===== config.mk =====
export PLATFORM = sky130hd
export DESIGN_NAME = status_error_remote_cmds
export DESIGN_NICKNAME = d
export VERILOG_FILES = /design/src/rtl/status_cmd_pkg.sv /design/src/rtl/status_error_remote_cmds.sv
export SDC_FILE = /design/constraint.sdc
export NUM_CORES = 2
export LEC_CHECK = 0
export BUFFER_PORTS_ARGS = -buffer_cell sky130_fd_sc_hd__clkbuf_2
export CORE_UTILIZATION = 45
export DETAILED_ROUTE_END_ITERATION = 10
export SYNTH_ARGS = -nofsm -noshare
export SYNTH_HDL_FRONTEND = slang
export SYNTH_SLANG_ARGS = --single-unit

===== constraint.sdc =====
create_clock -name CLK_SYS_IN -period 4.4 [get_ports CLK_SYS_IN]
set_clock_uncertainty 0.15 [all_clocks]
set_input_delay 0 -clock CLK_SYS_IN [delete_from_list [all_inputs] [get_ports CLK_SYS_IN]]
set_output_delay 0 -clock CLK_SYS_IN [all_outputs]
set_load 0.01 [all_outputs]

===== src/rtl/status_cmd_pkg.sv =====
// Package: command codes, field widths and constants of the status command block
package status_cmd_pkg;
  localparam int VAL_W = 16;
  localparam int CODE_W = 16;
  localparam int TEXT_W = 8;
  localparam int QDEPTH = 100;
  localparam int PTR_W = 7;
  localparam int CNT_W = 7;
  localparam logic [VAL_W-1:0] ENABLE_MAX = 16'h7FFF;
  localparam logic [VAL_W-1:0] ENABLE_RESET = 16'h0000;
  localparam logic [VAL_W-1:0] ZERO_VALUE = 16'h0000;
  localparam logic [CODE_W-1:0] NO_ERROR_CODE = 16'h0000;
  localparam logic [TEXT_W-1:0] NO_ERROR_TEXT = 8'h00;
  localparam logic [PTR_W-1:0] PTR_LAST = 7'h63;
  localparam logic [PTR_W-1:0] PTR_ZERO = 7'h00;
  localparam logic [CNT_W-1:0] CNT_FULL = 7'h64;
  localparam logic [CNT_W-1:0] CNT_ZERO = 7'h00;
  typedef enum logic [3:0] {
    CMD_NONE,
    CMD_OPER_COND_Q,
    CMD_QUES_COND_Q,
    CMD_OPER_EVENT_Q,
    CMD_QUES_EVENT_Q,
    CMD_OPER_ENABLE_SET,
    CMD_QUES_ENABLE_SET,
    CMD_OPER_ENABLE_Q,
    CMD_QUES_ENABLE_Q,
    CMD_STATUS_PRESET,
    CMD_ERROR_Q,
    CMD_SERIAL_OPEN,
    CMD_SERIAL_CLOSE
  } cmd_t;
  typedef enum logic {
    PORT_GPIB,
    PORT_SERIAL
  } port_t;
endpackage


===== src/rtl/status_error_remote_cmds.sv =====
// Status nodes, error queue and serial remote-session control
// Summary of operation
// Condition queries on operation or questionable node always answer zero.
// Event queries on operation or questionable node always answer zero.
// Enable-set stores a value 0 to 32767 into the chosen node.
// Enable query returns the stored value and changes nothing.
// Status preset loads zero into both enable registers.
// Pending errors sit in a 100-entry first-in first-out queue.
// Each error query pops the oldest entry, returning code and text.
// Repeated error queries give errors in order of occurrence.
// Empty queue answers code zero with the no-errors message.
// Error query accepted on both ports; status commands on GPIB only.
// Serial open command grants serial remote and locks the keyboard.
// Controller sends serial open before any other serial command.
// Local key returns to local and stops serial command acceptance.
// Serial close acts exactly like the local key.
// A full queue drops new errors instead of overwriting unread ones.
`timescale 1ns/1ps
`default_nettype none
module status_error_remote_cmds
  import status_cmd_pkg::*;
(
  input wire logic CLK_SYS_IN,
  input wire logic RST_N_IN,
  input wire logic CMD_VALID_IN,
  input wire cmd_t CMD_CODE_IN,
  input wire port_t CMD_PORT_IN,
  input wire logic [VAL_W-1:0] CMD_VALUE_IN,
  input wire logic LOCAL_KEY_IN,
  input wire logic ERR_PUSH_IN,
  input wire logic [CODE_W-1:0] ERR_CODE_IN,
  input wire logic [TEXT_W-1:0] ERR_TEXT_IN,
  output logic RESP_VALID_OUT,
  output logic [VAL_W-1:0] RESP_VALUE_OUT,
  output logic [TEXT_W-1:0] RESP_TEXT_OUT,
  output logic CMD_REJECT_OUT,
  output logic SERIAL_REMOTE_OUT,
  output logic KEYBOARD_LOCK_OUT,
  output logic ERR_DROP_OUT,
  output logic [VAL_W-1:0] OPER_ENABLE_OUT,
  output logic [VAL_W-1:0] QUES_ENABLE_OUT
);
  logic [VAL_W-1:0] operation_event_enable_reg;
  logic [VAL_W-1:0] questionable_event_enable_reg;
  logic [CODE_W-1:0] code_mem [QDEPTH];
  logic [TEXT_W-1:0] text_mem [QDEPTH];
  logic [PTR_W-1:0] wr_ptr_reg;
  logic [PTR_W-1:0] rd_ptr_reg;
  logic [CNT_W-1:0] count_reg;
  logic serial_remote_reg;
  logic accepted;
  logic is_status_cmd;
  logic is_serial_ctl;
  logic pop;
  logic push;
  logic q_empty;
  logic q_full;

  // Status commands need GPIB; session commands need serial; error query either port
  assign is_status_cmd = (CMD_CODE_IN != CMD_ERROR_Q) && (CMD_CODE_IN != CMD_SERIAL_OPEN)
                      && (CMD_CODE_IN != CMD_SERIAL_CLOSE) && (CMD_CODE_IN != CMD_NONE);
  assign is_serial_ctl = (CMD_CODE_IN == CMD_SERIAL_OPEN) || (CMD_CODE_IN == CMD_SERIAL_CLOSE);
  always_comb begin
    accepted = 1'b0;
    if (CMD_VALID_IN) begin
      if (CMD_PORT_IN == PORT_GPIB) begin
        accepted = is_status_cmd || (CMD_CODE_IN == CMD_ERROR_Q);
      end else if (CMD_CODE_IN == CMD_SERIAL_OPEN) begin
        accepted = 1'b1;
      end else begin
        // Serial traffic other than open is ignored until a session is open
        accepted = serial_remote_reg && ((CMD_CODE_IN == CMD_ERROR_Q) || is_serial_ctl);
      end
    end
  end

  assign q_empty = (count_reg == CNT_ZERO);
  assign q_full = (count_reg == CNT_FULL);
  assign pop = accepted && (CMD_CODE_IN == CMD_ERROR_Q) && !q_empty;
  // A pop frees a slot in the same cycle, so a push into a full queue then fits
  assign push = ERR_PUSH_IN && (!q_full || pop);

  // Enable registers, visible on their own outputs
  always_ff @(posedge CLK_SYS_IN or negedge RST_N_IN) begin
    if (!RST_N_IN) begin
      operation_event_enable_reg <= ENABLE_RESET;
      questionable_event_enable_reg <= ENABLE_RESET;
    end else if (accepted) begin
      unique case (CMD_CODE_IN)
        CMD_OPER_ENABLE_SET: operation_event_enable_reg <= CMD_VALUE_IN & ENABLE_MAX;
        CMD_QUES_ENABLE_SET: questionable_event_enable_reg <= CMD_VALUE_IN & ENABLE_MAX;
        CMD_STATUS_PRESET: begin
          operation_event_enable_reg <= ENABLE_RESET;
          questionable_event_enable_reg <= ENABLE_RESET;
        end
        default: begin
        end
      endcase
    end
  end
  assign OPER_ENABLE_OUT = operation_event_enable_reg;
  assign QUES_ENABLE_OUT = questionable_event_enable_reg;

  // Queue storage; no reset needed as entries are read only when counted
  always_ff @(posedge CLK_SYS_IN) begin
    if (push) begin
      code_mem[wr_ptr_reg] <= ERR_CODE_IN;
      text_mem[wr_ptr_reg] <= ERR_TEXT_IN;
    end
  end

  // Pointers wrap at the hundredth slot
  always_ff @(posedge CLK_SYS_IN or negedge RST_N_IN) begin
    if (!RST_N_IN) begin
      wr_ptr_reg <= PTR_ZERO;
      rd_ptr_reg <= PTR_ZERO;
      count_reg <= CNT_ZERO;
    end else begin
      if (push) begin
        wr_ptr_reg <= (wr_ptr_reg == PTR_LAST) ? PTR_ZERO : wr_ptr_reg + 7'h01;
      end
      if (pop) begin
        rd_ptr_reg <= (rd_ptr_reg == PTR_LAST) ? PTR_ZERO : rd_ptr_reg + 7'h01;
      end
      if (push && !pop) begin
        count_reg <= count_reg + 7'h01;
      end else if (pop && !push) begin
        count_reg <= count_reg - 7'h01;
      end
    end
  end

  // Dropped-error pulse for diagnostics
  always_ff @(posedge CLK_SYS_IN or negedge RST_N_IN) begin
    if (!RST_N_IN) begin
      ERR_DROP_OUT <= 1'b0;
    end else begin
      ERR_DROP_OUT <= ERR_PUSH_IN && !push;
    end
  end

  // Serial session; local key wins over a simultaneous open
  always_ff @(posedge CLK_SYS_IN or negedge RST_N_IN) begin
    if (!RST_N_IN) begin
      serial_remote_reg <= 1'b0;
    end else if (LOCAL_KEY_IN) begin
      serial_remote_reg <= 1'b0;
    end else if (accepted && CMD_CODE_IN == CMD_SERIAL_CLOSE) begin
      serial_remote_reg <= 1'b0;
    end else if (accepted && CMD_CODE_IN == CMD_SERIAL_OPEN) begin
      serial_remote_reg <= 1'b1;
    end
  end
  assign SERIAL_REMOTE_OUT = serial_remote_reg;
  assign KEYBOARD_LOCK_OUT = serial_remote_reg;

  // Answers, one cycle after the command
  always_ff @(posedge CLK_SYS_IN or negedge RST_N_IN) begin
    if (!RST_N_IN) begin
      RESP_VALID_OUT <= 1'b0;
      RESP_VALUE_OUT <= ZERO_VALUE;
      RESP_TEXT_OUT <= NO_ERROR_TEXT;
      CMD_REJECT_OUT <= 1'b0;
    end else begin
      RESP_VALID_OUT <= 1'b0;
      RESP_VALUE_OUT <= ZERO_VALUE;
      RESP_TEXT_OUT <= NO_ERROR_TEXT;
      CMD_REJECT_OUT <= CMD_VALID_IN && !accepted && (CMD_CODE_IN != CMD_NONE);
      if (accepted) begin
        unique case (CMD_CODE_IN)
          CMD_OPER_COND_Q, CMD_QUES_COND_Q: RESP_VALID_OUT <= 1'b1;
          CMD_OPER_EVENT_Q, CMD_QUES_EVENT_Q: RESP_VALID_OUT <= 1'b1;
          CMD_OPER_ENABLE_Q: begin
            RESP_VALID_OUT <= 1'b1;
            RESP_VALUE_OUT <= operation_event_enable_reg;
          end
          CMD_QUES_ENABLE_Q: begin
            RESP_VALID_OUT <= 1'b1;
            RESP_VALUE_OUT <= questionable_event_enable_reg;
          end
          CMD_ERROR_Q: begin
            RESP_VALID_OUT <= 1'b1;
            if (q_empty) begin
              RESP_VALUE_OUT <= NO_ERROR_CODE;
              RESP_TEXT_OUT <= NO_ERROR_TEXT;
            end else begin
              RESP_VALUE_OUT <= code_mem[rd_ptr_reg];
              RESP_TEXT_OUT <= text_mem[rd_ptr_reg];
            end
          end
          default: begin
          end
        endcase
      end
    end
  end

  // Checks
  a_count_bound: assert property (@(posedge CLK_SYS_IN) disable iff (!RST_N_IN)
    count_reg <= CNT_FULL) else $error("queue count above depth");
  a_cond_zero: assert property (@(posedge CLK_SYS_IN) disable iff (!RST_N_IN)
    accepted && (CMD_CODE_IN == CMD_OPER_COND_Q || CMD_CODE_IN == CMD_QUES_COND_Q)
    |=> RESP_VALID_OUT && RESP_VALUE_OUT == ZERO_VALUE) else $error("condition not zero");
  a_event_zero: assert property (@(posedge CLK_SYS_IN) disable iff (!RST_N_IN)
    accepted && (CMD_CODE_IN == CMD_OPER_EVENT_Q || CMD_CODE_IN == CMD_QUES_EVENT_Q)
    |=> RESP_VALID_OUT && RESP_VALUE_OUT == ZERO_VALUE) else $error("event not zero");
  a_enable_store: assert property (@(posedge CLK_SYS_IN) disable iff (!RST_N_IN)
    accepted && CMD_CODE_IN == CMD_OPER_ENABLE_SET
    |=> operation_event_enable_reg == ($past(CMD_VALUE_IN) & ENABLE_MAX))
    else $error("operation enable not stored");
  a_enable_read: assert property (@(posedge CLK_SYS_IN) disable iff (!RST_N_IN)
    accepted && CMD_CODE_IN == CMD_QUES_ENABLE_Q
    |=> RESP_VALUE_OUT == $past(questionable_event_enable_reg)
    && $stable(questionable_event_enable_reg) && $stable(operation_event_enable_reg))
    else $error("enable query wrong");
  a_preset_zero: assert property (@(posedge CLK_SYS_IN) disable iff (!RST_N_IN)
    accepted && CMD_CODE_IN == CMD_STATUS_PRESET
    |=> operation_event_enable_reg == ENABLE_RESET
    && questionable_event_enable_reg == ENABLE_RESET) else $error("preset failed");
  a_empty_answer: assert property (@(posedge CLK_SYS_IN) disable iff (!RST_N_IN)
    accepted && CMD_CODE_IN == CMD_ERROR_Q && q_empty
    |=> RESP_VALUE_OUT == NO_ERROR_CODE && RESP_VALID_OUT) else $error("empty answer");
  a_pop_count: assert property (@(posedge CLK_SYS_IN) disable iff (!RST_N_IN)
    pop && !push |=> count_reg == $past(count_reg) - 7'h01) else $error("pop lost");
  a_full_drop: assert property (@(posedge CLK_SYS_IN) disable iff (!RST_N_IN)
    ERR_PUSH_IN && q_full && !pop |=> ERR_DROP_OUT && count_reg == CNT_FULL)
    else $error("full queue not dropping");
  a_gpib_only: assert property (@(posedge CLK_SYS_IN) disable iff (!RST_N_IN)
    CMD_VALID_IN && CMD_PORT_IN == PORT_SERIAL && is_status_cmd |=> CMD_REJECT_OUT)
    else $error("status cmd on serial taken");
  a_local_key: assert property (@(posedge CLK_SYS_IN) disable iff (!RST_N_IN)
    LOCAL_KEY_IN |=> !serial_remote_reg ##1 1'b1) else $error("local key ignored");
  a_close_local: assert property (@(posedge CLK_SYS_IN) disable iff (!RST_N_IN)
    accepted && CMD_CODE_IN == CMD_SERIAL_CLOSE |=> !KEYBOARD_LOCK_OUT)
    else $error("close kept lock");
  a_open_lock: assert property (@(posedge CLK_SYS_IN) disable iff (!RST_N_IN)
    CMD_VALID_IN && CMD_PORT_IN == PORT_SERIAL && CMD_CODE_IN == CMD_SERIAL_OPEN
    && !LOCAL_KEY_IN |=> KEYBOARD_LOCK_OUT) else $error("open not locking");
  c_queue_full: cover property (@(posedge CLK_SYS_IN) disable iff (!RST_N_IN) q_full);
  c_error_pop: cover property (@(posedge CLK_SYS_IN) disable iff (!RST_N_IN) pop ##1 pop);
  c_session: cover property (@(posedge CLK_SYS_IN) disable iff (!RST_N_IN)
    serial_remote_reg ##[1:20] !serial_remote_reg);
  c_preset: cover property (@(posedge CLK_SYS_IN) disable iff (!RST_N_IN)
    accepted && CMD_CODE_IN == CMD_STATUS_PRESET);
endmodule
`default_nettype wire


Word level (Yosys, flattened, before mapping)
Memories as Yosys holds them, arrays and structs flattened. Cells that the tools add are included.

Equality and inequality tests: 18. Muxes and demuxes: 22. Add/subtract/negate cells: 4. Reduce and logical (&&, ||, !) cells: 32.

Operators with widths (count): $pmux W16 S2 (2); $pmux W16 S3 (1); $mux W16 (2); $mux W7 (4); $mux W8 (3); $add A7 B1 Y7 const B (3); $eq A7 B7 Y1 const B (3); $eq A4 B4 Y1 const B (5); $eq A4 B3 Y1 const B (4); $logic_and A1 B1 Y1 (14); $ne A4 B4 Y1 const B (3); $mux W1 (10); $eq A4 B2 Y1 const B (2); $logic_not A7 Y1 (1); $reduce_or A7 Y1 (1); $sub A7 B1 Y7 const B (1); $reduce_bool A2 Y1 (3); $logic_not A1 Y1 (5); $eq A4 B1 Y1 const B (1); $logic_or A1 B1 Y1 (4); $reduce_and A2 Y1 (2); $reduce_bool A4 Y1 (1); $reduce_bool A3 Y1 (1).

Logic and storage cells: 89. Bits in writable memories: 2400. Memories: 2. Register bits: 81. Output and inout bits: 61. Input bits: 50.

Memories: code_mem (words 100, width 16, read ports 1, clocked after memory_dff 0, wr ports 1, RTL line status_error_remote_cmds.sv:45) `logic [CODE_W-1:0] code_mem [QDEPTH];`; text_mem (words 100, width 8, read ports 1, clocked after memory_dff 0, wr ports 1, RTL line status_error_remote_cmds.sv:46) `logic [TEXT_W-1:0] text_mem [QDEPTH];`.

Logic depth before layout (Yosys ltp)
Depth in word-level cells: 15. Mapped depth: 17. Mapped depth without buffers: 14.

Least setup slack after synthesis
Ideal clock, no wire load.

Path kind: register to register. Start: register serial_remote_reg, in the netlist KEYBOARD_LOCK_OUT. End: register count_reg[6]. Path buffers: 1. Data required time: 4.170 ns. Path slack: 0.864 ns. Data arrival time: 3.306 ns. Period minus slack after synthesis: 3.536 ns. Stages on the path, launching flop included: 15. Setup time: 0.080 ns. Cell sequence: dfrtp_1 nand2b_1 a21oi_1 or4_1 o21ai_4 buf_2 ha_1 inv_1 fa_1 a21o_1 a21oi_1 o21bai_1 a21oi_1 mux2i_1 xnor2_1.

Longest elaborated chain between the ends: 11. Elaborated cells on any way between the ends: 14. Those cells by class: 4 x mux; 10 x reduce/logical.

RTL lines: from (decl) (RTL line status_error_remote_cmds.sv:50) `logic serial_remote_reg;`; from (signal assigned) (RTL line status_error_remote_cmds.sv:145) `serial_remote_reg <= 1'b0;`; from (signal assigned) (RTL line status_error_remote_cmds.sv:147) `serial_remote_reg <= 1'b0;`; from (signal assigned) (RTL line status_error_remote_cmds.sv:149) `serial_remote_reg <= 1'b0;`; $logic_and A1 B1 Y1 (*) (RTL line status_error_remote_cmds.sv:72) `accepted = serial_remote_reg && ((CMD_CODE_IN == CMD_ERROR_Q) || is_serial_ctl);`; $mux W1 (*) (RTL line status_error_remote_cmds.sv:68) `end else if (CMD_CODE_IN == CMD_SERIAL_OPEN) begin`; $mux W1 (*) (RTL line status_error_remote_cmds.sv:66) `if (CMD_PORT_IN == PORT_GPIB) begin`; $mux W1 (*) (RTL line status_error_remote_cmds.sv:65) `if (CMD_VALID_IN) begin`; $logic_and A1 B1 Y1 (*) (2 in series) (RTL line status_error_remote_cmds.sv:79) `assign pop = accepted && (CMD_CODE_IN == CMD_ERROR_Q) && !q_empty;`; $logic_or A1 B1 Y1 (*) (RTL line status_error_remote_cmds.sv:81) `assign push = ERR_PUSH_IN && (!q_full || pop);`; $logic_and A1 B1 Y1 (*) (RTL line status_error_remote_cmds.sv:81); net push (RTL line status_error_remote_cmds.sv:55) `logic push;`; $logic_not A1 Y1 (RTL line status_error_remote_cmds.sv:127) `end else if (pop && !push) begin`; $logic_and A1 B1 Y1 (RTL line status_error_remote_cmds.sv:127); $reduce_bool A2 Y1 (no line); to (signal assigned) (RTL line status_error_remote_cmds.sv:126) `count_reg <= count_reg + 7'h01;`; to (signal assigned) (RTL line status_error_remote_cmds.sv:128) `count_reg <= count_reg - 7'h01;`; to (decl) (RTL line status_error_remote_cmds.sv:49) `logic [CNT_W-1:0] count_reg;`.

The timed path passes the listed nets; every way through them passes the cells marked *. A chain may end at the register's enable or synchronous reset.

Worst setup path in the final report
Start: register serial_remote_reg, in the netlist KEYBOARD_LOCK_OUT. End: memory text_mem[61][4] (enable).

Longest elaborated chain between the ends: 10.

RTL lines: $logic_and A1 B1 Y1 (RTL line status_error_remote_cmds.sv:72); $mux W1 (RTL line status_error_remote_cmds.sv:68); $mux W1 (RTL line status_error_remote_cmds.sv:66); $mux W1 (RTL line status_error_remote_cmds.sv:65); $logic_and A1 B1 Y1 (2 in series) (RTL line status_error_remote_cmds.sv:79); $logic_or A1 B1 Y1 (RTL line status_error_remote_cmds.sv:81); $logic_and A1 B1 Y1 (RTL line status_error_remote_cmds.sv:81); $mux W1 (RTL line status_error_remote_cmds.sv:106) `if (push) begin`; $mux W1 (not written as such) (RTL line status_error_remote_cmds.sv:108) `text_mem[wr_ptr_reg] <= ERR_TEXT_IN;`; to (decl) (RTL line status_error_remote_cmds.sv:46).

Every way passes these cells.

==> metrics.csv <==
stage,metric,value,unit
die,ioPinCount,111,
die,rows,169,
critical_path,r2r-start,KEYBOARD_LOCK_OUT$_DFFE_PN0P_,
critical_path,crit_path_max_fanout,24,
run,cap_violations,0,
die,die_w,464,um
timing,period_share,94.3,%
cts,root_buffer,clkbuf_16,
power,powerDensity,465,nW/um^2
cts,h-tree-depth,5,
layout,reg.largest.list,"code_mem (1600), text_mem (800), RESP_VALUE_OUT (16)",
logic_synthesis,synth_cells,4402,
timing,period_needed,4.15,ns
detailed_routing,wire_per_inst,33.5,um
layout,fin_cells,7967,
logic_synthesis,synthTopCellsByArea,"edfxtp_1 75%, mux4_2 13%, mux2i_1 2.2%",
logic_synthesis,yosysMostFrequentCell,edfxtp_1,
critical_path,crit_family,simple AND/OR/NAND/NOR gates,
logic_synthesis,netlist_area,96000,um^2
layout,fillers,16400,
logic_synthesis,synth-edff-count,2400,
logic_synthesis,synth_cell_types,84,
place,numPortBuffers,107,
critical_path,crit_arrival,4.50,ns
hold_path,hold_depth,2,
global_route,grt_pass1_vias,48300,
critical_path,crit_chain,nand2b_1 -> a21oi_1 -> or4_1 -> o21ai_4 -> nand3_1 -> buf_4 -> nor2_4,
critical_path,path_buf_inv,1,
timing,relSlewSlack,19.5,%
global_route,grt_max_degree,101,
layout,final_util,52.2,%
logic_synthesis,async_flop_share,3.19,%
detailed_routing,drt_wl_total,267000,um
timing,tightest_slew,1.21,ns
critical_path,critical_path.endpoint_type,flip-flop,
logic_synthesis,synth-seq-cells,2479,
cts,clock_sinks,2479,
hold_path,min-delay-start,ERR_TEXT_IN[1],
critical_path,cpPeakStageDelay,0.74,ns
hold_path,holdPathEnd,text_mem[51][1]$_DFFE_PP_,
cts,postCtsSetupBuffers,0,
detailed_routing,drtAntennaViolNets,0,
layout,drive_above_1_share,30.0,%
cts,cts.clk_slew.worst_paths,0.06,ns
die,core_area,212000,um^2
layout,layout.nets,5021,
detailed_routing,num_vias,48900,
layout,top_register,code_mem,
place,hpwl,159000,um
timing,hold_viol_final,0,
logic_synthesis,yosysTopAreaCell,edfxtp_1,
detailed_routing,vias_per_cell,6.14,
cts,postCtsResizedCells,0,
timing,rsz0062_at_grt,no,
outcome,status,"finished, violations left",
critical_path,slowest_stage,nor2_4,
logic_synthesis,syn_avg_cell_area,21.8,um^2
global_route,grt_overflow_total,0,
die,fp.dieH,464,um
place,gp_congestion,0.890,
timing,slew_violations,0,
cts,tritoncts,built,
cts,holdBufCountCts,90,
layout,largest_register_ffs,1600,
die,fp.dieArea,215000,um^2
cts,clock_latency,0.93,ns
timing,setup_viol,0,
global_route,grt_pass1_wl,374000,um
power,p_leak,0.0342,uW
logic_synthesis,synth_top_area_share,75.1,%
detailed_routing,drt_pass1_iterations,9,
logic_synthesis,synthTopCellsByCount,"2400 x edfxtp_1, 557 x mux4_2, 210 x mux2i_1",
critical_path,crit_type,flip-flop to flip-flop,
die,start_util,45.3,%
logic_synthesis,yosysWarnings,0,
critical_path,regToRegEndpoint,text_mem[61][4]$_DFFE_PP_,
hold_path,hold_path_class,input pin to flip-flop,
place,dp.cells,7415,
cts,cts_buffers,275,
timing,fmax,241,MHz
global_route,grtUsageTotal,24.8,%
critical_path,reg2regPathDepth,7,
critical_path,start_kind,flip-flop,
cts,cts.path.max_buffers,4,
timing,totalNegativeSetupSlack,0,ns
layout,syn_to_final_growth,15.4,%
detailed_routing,drcViolationCount,108,
critical_path,required,4.76,ns
logic_synthesis,ys.flop_type,edfxtp_1,
outcome,violations,design-rule violations,
global_route,antenna_found_initial,10,
detailed_routing,drt_iter0_drc,6124,
critical_path,r2r_setup_slack,0.25,ns
logic_synthesis,ys_seq_area_share,77.1,%
power,vdd.ir_drop.worst,304,uV
## how the worst max path moves through the flow
stage                                  startpoint                   endpoint  slack, ns  cells past startpoint
floorplan           KEYBOARD_LOCK_OUT$_DFFE_PN0P_   count_reg[6]$_DFFE_PN0P_       0.86                     14
global placement                   CMD_CODE_IN[0]  text_mem[61][1]$_DFFE_PP_       0.38                      8
detailed placement                 CMD_CODE_IN[0]  text_mem[61][1]$_DFFE_PP_       0.33                      8
CTS                 KEYBOARD_LOCK_OUT$_DFFE_PN0P_  text_mem[61][4]$_DFFE_PP_       0.28                      7
global route        KEYBOARD_LOCK_OUT$_DFFE_PN0P_  text_mem[61][4]$_DFFE_PP_       0.14                      7
finish              KEYBOARD_LOCK_OUT$_DFFE_PN0P_  text_mem[61][4]$_DFFE_PP_       0.25                      7
## layer usage
layer	vias to the layer above	share of wire, %	global-route usage (%)
met5	-	0.014	0
met4	8	3.0	7.54
met3	389	9.0	4.87
met2	2422	46	37.8
met1	26400	42	36.2
li1	19700	-	-
## stage by stage
| step | instance area (um^2) | total power [uW] | hold WS, ns | setup WS, ns |
|---|---|---|---|---|
| 2_1_floorplan | 96000 | 29200 | -0.446 | 0.864 |
| 3_3_place_gp | 102000 | 30800 | -0.0872 | 0.376 |
| 3_5_place_dp | 102000 | 30800 | -0.0841 | 0.330 |
| 4_1_cts | 111000 | 51900 | 0.00220 | 0.278 |
| 5_1_grt | 111000 | 53000 | 0.0480 | 0.139 |
| 6_report | 111000 | 51600 | 0.0231 | 0.253 |
## final cells by class
type	instances	area (um^2)	share of cell area, %
sequential	2479	74100	66.9
multi-input combinational	1661	20700	18.7
clock buffer	340	7300	6.59
timing repair buffer	534	4310	3.89
tap	2821	3530	3.19
clock inverter	115	774	0.699
inverter	10	37.5	0.0339
antenna	7	17.5	0.0158
## where the power goes
group,total (uW),leakage (uW),internal (uW),switching [uW]
clock,21100,0.00397,12200,8920
combinational,3630,0.00766,1410,2220
sequential,26800,0.0226,26500,293
## cells in the final DEF (no fill, tap or decap), drive strengths merged, types with 15 or more instances in the layout
cell            n
a22oi          69
o22ai          37
mux2i         210
nand2          74
nand3          34
o221ai         25
clkinv         96
a211oi         22
o21ai          53
mux2           48
nand2b         15
nor2          161
clkbuf        422
a22o           20
a31oi          23
edfxtp       2400
mux4          557
buf           364
nor2b          35
dlygate4sd3    88
a21oi          69
a221oi         39
dfrtp          79
## cells by family after synthesis
family / share of synthesized area [%]
xor gates and xnor gates: 0.110
adders and majority gates: 0.138
buffers and inverters: 1.62
muxes: 15.8
DFF: 77.1
AOI/OAI and AO/OA: 3.16
and+or+nand+nor: 2.00
other: 0.00391
Power figures use the tool's default switching activity.
